--- src/hdl/gmp_cfg.svh ---
// register offsets, reset values and bus response codes for the masked gpio port
`ifndef GMP_CFG_SVH
`define GMP_CFG_SVH
`define GMP_PIN_COUNT 8
`define GMP_ADDR_WIDTH 12
`define GMP_DATA_BASE 12'h000
`define GMP_DATA_TOP 12'h3FC
`define GMP_MASK_LSB 2
`define GMP_MASK_MSB 9
`define GMP_DIR_OFFSET 12'h400
`define GMP_PID1_OFFSET 12'hFE4
`define GMP_PID2_OFFSET 12'hFE8
`define GMP_PID3_OFFSET 12'hFEC
`define GMP_CID0_OFFSET 12'hFF0
`define GMP_CID1_OFFSET 12'hFF4
`define GMP_CID2_OFFSET 12'hFF8
`define GMP_CID3_OFFSET 12'hFFC
`define GMP_VALUE_RESET 8'h00
`define GMP_DIR_RESET 8'h00
`define GMP_RESP_OKAY 2'h0
`define GMP_RESP_SLVERR 2'h2
`endif

--- src/hdl/gmp_pkg.sv ---
// types shared by the masked gpio port
package gmp_pkg;
    // write address and data as taken from the bus
    typedef struct packed {
        logic [11:0] addr;
        logic [31:0] data;
        logic [3:0] strb;
    } gmp_wreq_t;
    // read answer
    typedef struct packed {
        logic [31:0] data;
        logic [1:0] resp;
    } gmp_rresp_t;
endpackage

--- src/hdl/gmp_port.sv ---
// eight-pin gpio port with address-masked data register, axi4-lite slave
//
// Behaviour
// - output pins drive stored pin value bits
// - write changes only address-unmasked bits
// - read returns zero in masked bits
// - unmasked read: output stored, input live
// - reset clears pin value register
// - data register aliased over 256 words
// - writes affect only unmasked output pins
// - bits 31:8 reserved, read zero
// - three read-only peripheral identification registers
// - four read-only component identification byte registers
// - direction register, one means output
//
// Design decision made here: the AXI4-Lite interface to the registers.
`timescale 1ns/1ps
`include "gmp_cfg.svh"
module gmp_port #(
    parameter logic [7:0] PID1_VALUE = 8'h11, // arbitrary identification value
    parameter logic [7:0] PID2_VALUE = 8'h22, // arbitrary identification value
    parameter logic [7:0] PID3_VALUE = 8'h33, // arbitrary identification value
    parameter logic [7:0] CID0_VALUE = 8'h44, // arbitrary identification value
    parameter logic [7:0] CID1_VALUE = 8'h55, // arbitrary identification value
    parameter logic [7:0] CID2_VALUE = 8'h66, // arbitrary identification value
    parameter logic [7:0] CID3_VALUE = 8'h77 // arbitrary identification value
) (
    input wire logic aclk, // bus clock, 50 MHz
    input wire logic aresetn, // synchronous reset, active low
    input wire logic [11:0] s_axi_awaddr, // write address
    input wire logic s_axi_awvalid, // write address valid
    output logic s_axi_awready, // write address ready
    input wire logic [31:0] s_axi_wdata, // write data
    input wire logic [3:0] s_axi_wstrb, // write byte strobes
    input wire logic s_axi_wvalid, // write data valid
    output logic s_axi_wready, // write data ready
    output logic [1:0] s_axi_bresp, // write response
    output logic s_axi_bvalid, // write response valid
    input wire logic s_axi_bready, // write response ready
    input wire logic [11:0] s_axi_araddr, // read address
    input wire logic s_axi_arvalid, // read address valid
    output logic s_axi_arready, // read address ready
    output logic [31:0] s_axi_rdata, // read data
    output logic [1:0] s_axi_rresp, // read response
    output logic s_axi_rvalid, // read data valid
    input wire logic s_axi_rready, // read data ready
    input wire logic [7:0] pin_in, // pin levels from pads, asynchronous
    output logic [7:0] pin_out, // pin drive value
    output logic [7:0] pin_oe // pin output enable, high drives
);
    import gmp_pkg::*;

    // ------------------------------------------------------------
    // storage
    // ------------------------------------------------------------
    logic [7:0] value_reg; // stored pin values
    logic [7:0] dir_reg; // direction, one is output
    logic [7:0] pin_meta_reg; // first synchroniser stage
    logic [7:0] pin_sync_reg; // second synchroniser stage
    gmp_wreq_t wreq_reg; // captured write request
    logic aw_held_reg; // write address captured
    logic w_held_reg; // write data captured
    logic [7:0] rd_mask; // mask from read address
    logic [7:0] wr_mask; // mask from write address
    logic [7:0] live_value; // readback per bit
    gmp_rresp_t rd_next; // decoded read answer
    logic wr_fire; // both write halves present

    // ------------------------------------------------------------
    // pin input synchroniser
    // ------------------------------------------------------------
    // two flops before any logic looks at the pads
    always_ff @(posedge aclk)
    begin
        if (!aresetn)
        begin
            pin_meta_reg <= 8'h00;
            pin_sync_reg <= 8'h00;
        end
        else
        begin
            pin_meta_reg <= pin_in;
            pin_sync_reg <= pin_meta_reg;
        end
    end

    // ------------------------------------------------------------
    // write channel capture
    // ------------------------------------------------------------
    // address and data may come in either order; each is held once taken
    always_ff @(posedge aclk)
    begin
        if (!aresetn)
        begin
            aw_held_reg <= 1'b0;
            w_held_reg <= 1'b0;
            wreq_reg <= '0;
        end
        else if (wr_fire)
        begin
            // both consumed by the write
            aw_held_reg <= 1'b0;
            w_held_reg <= 1'b0;
        end
        else
        begin
            // take address
            if (s_axi_awvalid && s_axi_awready)
            begin
                aw_held_reg <= 1'b1;
                wreq_reg.addr <= s_axi_awaddr;
            end
            // take data
            if (s_axi_wvalid && s_axi_wready)
            begin
                w_held_reg <= 1'b1;
                wreq_reg.data <= s_axi_wdata;
                wreq_reg.strb <= s_axi_wstrb;
            end
        end
    end

    // a pending answer blocks a second fire until the master has taken it
    // so one write at most is ever in flight
    assign wr_fire = aw_held_reg && w_held_reg && !s_axi_bvalid;
    // address bits 9:2 form the per-bit mask
    assign wr_mask = wreq_reg.addr[`GMP_MASK_MSB:`GMP_MASK_LSB];

    // each ready while its own half is not held and no response pending
    always_ff @(posedge aclk)
    begin
        if (!aresetn)
        begin
            s_axi_awready <= 1'b0;
            s_axi_wready <= 1'b0;
        end
        else
        begin
            s_axi_awready <= !aw_held_reg && !(s_axi_awvalid && s_axi_awready)
                && !s_axi_bvalid && !wr_fire;
            s_axi_wready <= !w_held_reg && !(s_axi_wvalid && s_axi_wready)
                && !s_axi_bvalid && !wr_fire;
        end
    end

    // ------------------------------------------------------------
    // register writes
    // ------------------------------------------------------------
    // pin value register, aliased over the whole 0x000..0x3FC window
    always_ff @(posedge aclk)
    begin
        if (!aresetn)
        begin
            value_reg <= `GMP_VALUE_RESET;
        end
        else if (wr_fire && wreq_reg.strb[0] && wreq_reg.addr <= `GMP_DATA_TOP)
        begin
            value_reg <= (value_reg & ~(wr_mask & dir_reg))
                | (wreq_reg.data[7:0] & wr_mask & dir_reg);
        end
    end

    // direction register
    always_ff @(posedge aclk)
    begin
        if (!aresetn)
        begin
            dir_reg <= `GMP_DIR_RESET;
        end
        else if (wr_fire && wreq_reg.strb[0] && wreq_reg.addr == `GMP_DIR_OFFSET)
        begin
            dir_reg <= wreq_reg.data[7:0];
        end
    end

    // write response; identification writes are ignored but answered okay
    always_ff @(posedge aclk)
    begin
        if (!aresetn)
        begin
            s_axi_bvalid <= 1'b0;
            s_axi_bresp <= `GMP_RESP_OKAY;
        end
        else if (wr_fire)
        begin
            s_axi_bvalid <= 1'b1;
            if (wreq_reg.addr <= `GMP_DATA_TOP || wreq_reg.addr == `GMP_DIR_OFFSET
                || wreq_reg.addr >= `GMP_PID1_OFFSET)
                s_axi_bresp <= `GMP_RESP_OKAY;
            else
                s_axi_bresp <= `GMP_RESP_SLVERR;
        end
        else if (s_axi_bready)
        begin
            s_axi_bvalid <= 1'b0;
        end
    end

    // ------------------------------------------------------------
    // read decode
    // ------------------------------------------------------------
    assign rd_mask = s_axi_araddr[`GMP_MASK_MSB:`GMP_MASK_LSB];

    // one mux per pin: stored value or synchronised pad level
    // inputs show up two cycles after the pad moves
    // output stored, input live
    genvar g;
    generate
        for (g = 0; g < `GMP_PIN_COUNT; g++)
        begin : g_live
            assign live_value[g] = dir_reg[g] ? value_reg[g] : pin_sync_reg[g];
        end
    endgenerate

    // build read data for the address offered
    // decoded from the live address, latched at the accepting edge
    always_comb
    begin
        rd_next.data = 32'h0000_0000;
        rd_next.resp = `GMP_RESP_OKAY;
        if (s_axi_araddr <= `GMP_DATA_TOP)
        begin
            rd_next.data[7:0] = live_value & rd_mask;
        end
        else
        begin
            unique case (s_axi_araddr)
                `GMP_DIR_OFFSET: rd_next.data[7:0] = dir_reg;
                `GMP_PID1_OFFSET: rd_next.data[7:0] = PID1_VALUE;
                `GMP_PID2_OFFSET: rd_next.data[7:0] = PID2_VALUE;
                `GMP_PID3_OFFSET: rd_next.data[7:0] = PID3_VALUE;
                `GMP_CID0_OFFSET: rd_next.data[7:0] = CID0_VALUE;
                `GMP_CID1_OFFSET: rd_next.data[7:0] = CID1_VALUE;
                `GMP_CID2_OFFSET: rd_next.data[7:0] = CID2_VALUE;
                `GMP_CID3_OFFSET: rd_next.data[7:0] = CID3_VALUE;
                // unmapped answers an error
                default: rd_next.resp = `GMP_RESP_SLVERR;
            endcase
        end
    end

    // ------------------------------------------------------------
    // read channel
    // ------------------------------------------------------------
    // one read at a time; arready is a one-cycle acceptance pulse
    always_ff @(posedge aclk)
    begin
        if (!aresetn)
        begin
            s_axi_arready <= 1'b0;
            s_axi_rvalid <= 1'b0;
            s_axi_rdata <= 32'h0000_0000;
            s_axi_rresp <= `GMP_RESP_OKAY;
        end
        else if (s_axi_arvalid && s_axi_arready)
        begin
            // answer the taken address next cycle
            s_axi_arready <= 1'b0;
            s_axi_rvalid <= 1'b1;
            s_axi_rdata <= rd_next.data;
            s_axi_rresp <= rd_next.resp;
        end
        else if (s_axi_rvalid)
        begin
            // hold until taken
            if (s_axi_rready)
                s_axi_rvalid <= 1'b0;
        end
        else
        begin
            s_axi_arready <= s_axi_arvalid;
        end
    end

    // ------------------------------------------------------------
    // pin drivers
    // ------------------------------------------------------------
    // registered copies, so pads see no decode glitches
    // drive value trails the stored value by one cycle
    always_ff @(posedge aclk)
    begin
        if (!aresetn)
        begin
            pin_out <= 8'h00;
            pin_oe <= 8'h00;
        end
        else
        begin
            pin_out <= value_reg;
            pin_oe <= dir_reg;
        end
    end
endmodule

--- config.mk ---
export PLATFORM = sky130hd
export DESIGN_NAME = gmp_port
export DESIGN_NICKNAME = d
export VERILOG_FILES = /design/src/hdl/gmp_pkg.sv /design/src/hdl/gmp_port.sv
export VERILOG_INCLUDE_DIRS = /design/src /design/src/hdl
export SDC_FILE = /design/constraint.sdc
export NUM_CORES = 1
export LEC_CHECK = 0
export ABC_CLOCK_PERIOD_IN_PS = 1900
export BUFFER_PORTS_ARGS = -buffer_cell sky130_fd_sc_hd__clkbuf_2
export CORE_ASPECT_RATIO = 1.2
export CORE_MARGIN = 1
export CORE_UTILIZATION = 44
export DETAILED_ROUTE_END_ITERATION = 16
export PLACE_DENSITY = 0.75
export SLEW_MARGIN = 20
export SYNTH_ARGS = -nofsm -noshare
export SYNTH_HDL_FRONTEND = slang
export SYNTH_SLANG_ARGS = --single-unit
--- constraint.sdc ---
create_clock -name aclk -period 1.9 [get_ports aclk]
set_input_delay 0.095 -clock aclk [delete_from_list [all_inputs] [get_ports aclk]]
set_output_delay 0.095 -clock aclk [all_outputs]
set_load 0.03 [all_outputs]
==> metrics, run 1 <==
type of the worst min-delay path input port to flip-flop; # nets final 519; fin util 54.33%; Final period util 88.25%; Arrival @ worst endpoint 1.93 ns; CP cell instances nor4b_1 -> and4_1 -> nand3_1 -> a21boi_0; VDD IR max 0.0004078 V; Worst path slowest cell and4_1; PD cells 838.7 mW/mm2; CTS root buffer clkbuf_8; routed via count 2762; number of global-route vias before repair 2612; port bufs 78; gr ovfl total 0; worst r2r src wreq_reg[47]$_SDFFE_PN0P_; Die Width 83.66 um; Leak 1.874 nW; via-per-instance ratio 5.105; WS Path Type flip-flop to flip-flop; core area 0.007707 mm2; Initial Util 45.68%; final setup vio count 0; run status completed; Remaining DRCs 0; Num CTS Buffers 9; diode count 0; postcts setup bufs 0; DIE AREA 0.008365 mm2; fraction of layout cells with a size suffix above 1 24.94%; area grow syn2layout 18.94%; synthesized area 0.003521 mm2; Critical Path Max Stage Delay 0.49 ns; Critical Path Start wreq_reg[47]$_SDFFE_PN0P_; Hold Fails Final Rpt 0; Max Freq 596.4 MHz; largest net degree at the start of global routing 46; mean routed wirelength per cell 13.65 um; max reg flops 13; clock sink count 86; post-synth top area share 48.90%; synth cell count leaders 86 x dfxtp_1, 29 x mux2i_1, 28 x buf_4; Clock Tree Buf Depth 2; total power 0.003512 W; dpl ws 0.2956 ns; RSZ-0062 raised after global routing no; top cells by area in the synthesized netlist dfxtp_1 49%, mux2i_1 8.2%, buf_4 6.0%; Yosys warnings 0; DR iter-0 viols 187; actual slew at the worst max-slew pin 0.5932 ns; minimum clock period 1.677 ns; I/O pin total 132; row count 35; initial antenna violation count 0; Worst-path clk slew 0.08 ns; Post-synth EDFFs 0; syn_area_per_cell 9.918 um2; MaxCap Viol Count 0; Startpoint Class flip-flop; Final ANT Viol Nets 0; CTS tree built; drt total wl 7387 um; CTS resizes 0; GPL Wtd Cong 0.8554; Seq cells post-synth 86; max-slew violation count 0; Cells after Synth 355; main flop type after synthesis dfxtp_1; Critical Path Fanout Max 9; first-pass GRT wire length 12130 um; clock latency on the worst-skew pair 0.35 ns; clock skew 0.006978 ns; post-synth top area cell dfxtp_1; Die Ht 99.99 um; hold path start s_axi_awaddr[3]; crit end category flip-flop; Seq/Total Area, Yosys 48.90%; Detailed Place HPWL 5417 um; First-pass DRT Iterations 6; total negative slack 0 ns; Rel. slew slack 60.41%; most numerous cell in the Yosys netlist dfxtp_1; GRT Total Usage 18.41%; post-synth cell types 41; async set or reset register ratio after synthesis 0%; Worst EP required 2.16 ns; H-tree depth 3; final worst setup slack 0.2233 ns; hold slack 0.01125 ns; Fillers 740
[stage by stage]
stage	cell area, um2	std cells
2_1_floorplan	3615	380
3_3_place_gp	3867	512
3_5_place_dp	3867	512
4_1_cts	4188	541
5_1_grt	4188	541
6_report	4188	541
[worst paths after layout]
path | to | slack, ns | depth (start not counted)
setup / recovery | dir_reg[7]$_SDFFE_PN0P_ | 0.22 | 4
hold / removal | wr_mask[1]$_SDFFE_PN0P_ | 0.01 | 3
setup reg to reg | dir_reg[7]$_SDFFE_PN0P_ | 0.22 | 4
hold reg to reg | pin_sync_reg[6]$_SDFF_PN0_ | 0.43 | 1
[where the power goes]
group          switching (W)  internal, W  leakage [nW]
Combinational       0.000229     0.000151          1.07
Clock               0.000623     0.000606         0.100
Sequential         0.0000451      0.00186         0.700
[layer usage]
metal  track usage [%]  wire length [um]
met2             31.52              3711
met3             3.618               484
met1             21.58              3013
met5                 0                 0
met4             10.56               178
[layout make-up]
cell class | instances | area (um2) | share of cell area [%]
tap | 92 | 115.1 | 2.749
clock buffer | 10 | 127.6 | 3.047
clock inverter | 6 | 62.56 | 1.494
timing repair buffer | 97 | 578.1 | 13.80
sequential | 86 | 1722 | 41.11
inverter | 9 | 33.78 | 0.8067
multi-input combinational | 241 | 1549 | 36.99
[kinds of logic after synthesis]
group,count (synthesis),share of synthesized area [%]
buffers and inverters,53,9.772
flip-flops,86,48.90
AND/OR/NAND/NOR,122,19.62
AO/OA/AOI/OAI,56,10.80
other,1,0.1065
multiplexers,37,10.80
[placed cells by master (no fill, tap or decap), types with 2 or more instances in the layout]
| cell type | instances |
|---|---|
| dfxtp_1 | 86 |
| clkbuf_2 | 78 |
| mux2i_1 | 29 |
| nand2_1 | 27 |
| and2_1 | 26 |
| conb_1 | 26 |
| nor2b_1 | 21 |
| o21ai_0 | 15 |
| a21oi_1 | 14 |
| dlygate4sd3_1 | 13 |
| nand3_1 | 11 |
| inv_1 | 9 |
| nand4_1 | 9 |
| clkbuf_8 | 9 |
| mux2_2 | 8 |
| a21boi_0 | 8 |
| nor2_1 | 6 |
| buf_4 | 5 |
| and4_1 | 4 |
| a32oi_1 | 4 |
| nor3_1 | 3 |
| nand2b_1 | 3 |
| a21boi_1 | 3 |
| clkinv_2 | 3 |
| or2_2 | 2 |
| nor4_1 | 2 |
| a221o_1 | 2 |
| a32o_1 | 2 |
| and3_1 | 2 |
| a211oi_1 | 2 |
| clkinv_4 | 2 |
[worst max-delay path, delay by kind of cell, from the launching register on]
family,cells,cell delay (ns)
and+or+nand+nor,3,1.01
AOI/OAI and AO/OA,1,0.23
DFF,1,0.35
[timing repair]
item                                   in CTS  in global routing
hold buffers                               13                  0
endpoints found under the hold margin      13                  0
setup endpoints to repair                   0                  0
No activity file was read; power rests on OpenSTA's default activity.
==> run 2: changes to the inputs <==
--- a/config.mk
+++ b/config.mk
@@ -13,6 +13,7 @@
 export CORE_UTILIZATION = 44
 export DETAILED_ROUTE_END_ITERATION = 16
 export PLACE_DENSITY = 0.75
+export RECOVER_POWER = 100
 export SLEW_MARGIN = 20
 export SYNTH_ARGS = -nofsm -noshare
 export SYNTH_HDL_FRONTEND = slang
==> metrics, run 2 (synthesis results as in run 1) <==
run status completed; first-pass GRT wire length 12130 um (unchanged); Comb pwr share 10.5% (-0.3 points); hold slack 0.01183 ns (+0.0005764 ns); Critical Path Max Stage Delay 0.51 ns (+0.02 ns); commonest non-fill, non-tap cell in the layout dfxtp_1; max-slew violation count 0 (unchanged); Startpoint Class flip-flop; Rel. slew slack 46.51% (-14 points); CTS root buffer clkbuf_8; largest net degree at the start of global routing 46 (unchanged); postcts setup bufs 0 (unchanged); Worst-path clk slew 0.08 ns (about the same); # nets final 519 (unchanged); MaxCap Viol Count 0 (unchanged); crit end category flip-flop; Clock power frac 35.2% (+0.2 points); total negative slack 0 ns (unchanged); number of global-route vias before repair 2612 (unchanged); post-layout instance count excluding filler cells 541 (unchanged); Arrival @ worst endpoint 1.92 ns (about the same); Remaining DRCs 0 (unchanged); Die Ht 99.99 um (unchanged); Num CTS Buffers 9 (unchanged); type of the worst min-delay path input port to flip-flop; Leak 1.732 nW (-7.6%); Reg power frac 54.3% (about the same); Net Sw Power 0.0009000 W (+0.36%); row count 35 (unchanged); PD cells 851.9 mW/mm2 (+1.6%); Final ANT Viol Nets 0 (unchanged); Critical path buffers and inverters 1 (+1); DR iter-0 viols 239 (+28%); Hold Fails Final Rpt 0 (unchanged); Worst path slowest cell clkbuf_1; delay-heaviest family, CP buffers and inverters; CTS resizes 0 (unchanged); RSZ-0062 raised after global routing no; CP cell instances nand3b_4 -> and3_1 -> clkbuf_1 -> mux2i_1 -> nor2b_1; First-pass DRT Iterations 6 (unchanged); clock sink count 86 (unchanged); Max Freq 595.6 MHz (-0.14%); clock skew 0.004388 ns (-0.002590 ns); GPL Wtd Cong 0.8554 (unchanged); Final period util 88.37% (+0.12 points); Critical Path Fanout Max 9 (unchanged); Clock Tree Buf Depth 2 (unchanged); Die Width 83.66 um (unchanged); H-tree depth 3 (unchanged); hold_buf cts 13 (unchanged); VDD IR max 0.0004074 V (about the same); dpl ws 0.2956 ns (unchanged); port bufs 78 (unchanged); routed via count 2750 (-0.43%); area grow syn2layout 16.84%; fin util 53.38% (-0.96 points); gr ovfl total 0 (unchanged); initial antenna violation count 0 (unchanged); final worst setup slack 0.2210 ns (-0.002288 ns); max reg flops 13 (unchanged); Detailed Place HPWL 5417 um (unchanged); DIE AREA 0.008365 mm2 (unchanged); CTS tree built; actual slew at the worst max-slew pin 0.8023 ns (+0.2091 ns); via-per-instance ratio 5.083 (-0.43%); most frequent cells in the layout 86 x dfxtp_1, 47 x clkbuf_2, 36 x clkbuf_1; mean routed wirelength per cell 13.78 um (+0.95%); clock latency on the worst-skew pair 0.34 ns (about the same); WS Path Type flip-flop to flip-flop; final setup vio count 0 (unchanged); switch share 25.68% (+0.15 points); Internal Power 0.002605 W (-0.41%); diode count 0 (unchanged); drt total wl 7457 um (+0.95%); core area 0.007707 mm2 (unchanged); GRT Total Usage 18.41% (unchanged); Worst EP required 2.14 ns (-0.02 ns); fraction of layout cells with a size suffix above 1 16.93% (-8.0 points); minimum clock period 1.679 ns (+0.002288 ns); number of cells after detailed placement 512 (unchanged); Initial Util 45.68% (unchanged); I/O pin total 132 (unchanged)
==> run 2: changes by cell type in the layout (fill, tap and decap cells not counted) <==
cell,delta
o41ai_1,+1
buf_12,-1
clkbuf_2,-31
a21boi_1,-3
and2_1,-10
a21boi_0,+3
clkbuf_1,+35
and2_0,+10
buf_4,-3
o41ai_2,-1
==> run 2: final timing paths <==
| kind | from | endpoint | slack (ns) | depth (start not counted) |
|---|---|---|---|---|
| hold reg to reg | pin_meta_reg[6]$_SDFF_PN0_ | pin_sync_reg[6]$_SDFF_PN0_ | 0.43 | 1 |
| setup reg to reg | s_axi_bvalid$_SDFFE_PN0P_ | wreq_reg[9]$_SDFFE_PN0P_ | 0.22 | 5 |
| setup / recovery | s_axi_bvalid$_SDFFE_PN0P_ | wreq_reg[9]$_SDFFE_PN0P_ | 0.22 | 5 |
| hold / removal | s_axi_wdata[1] | wreq_reg[5]$_SDFFE_PN0P_ | 0.01 | 3 |
==> run 2: through the flow <==
stage | instance area, um2 | power [W]
after floorplan | 3615 | 0.002233
after global placement | 3867 | 0.002295
after detailed placement | 3867 | 0.002304
after CTS | 4188 | 0.003539
after global routing | 4114 | 0.003648
final | 4114 | 0.003505
==> run 2: tightest hold or removal path, cell delays in order <==
cell and delay, ns:
clkbuf_2 0.08, mux2i_1 0.06, nor2b_1 0.09
==> run 2: area by class of cell <==
type / instances / area [um2]
multi-input combinational: 241 / 1541
fill: 756 / 3593
clock inverter: 6 / 62.56
tap: 92 / 115.1
sequential: 86 / 1722
timing repair buffer: 97 / 511.7
clock buffer: 10 / 127.6
inverter: 9 / 33.78
==> run 2: routing by layer <==
layer	part of all wire [%]	up-vias	routed length (um)	global-route usage [%]
met5	0	-	0	0
met4	2.3	0	172	10.56
met3	5.1	17	377	3.618
met2	50	100	3749	31.52
met1	42	1278	3158	21.58
li1	-	1355	-	-
==> run 2: power by group through the flow <==
stage	Clock [W]	Sequential, W	Combinational, W
global placement	0	0.00194	0.000352
floorplan	0	0.00196	0.000274
finish	0.00123	0.00190	0.000369
detailed placement	0	0.00195	0.000359
global route	0.00134	0.00191	0.000402
CTS	0.00126	0.00190	0.000380
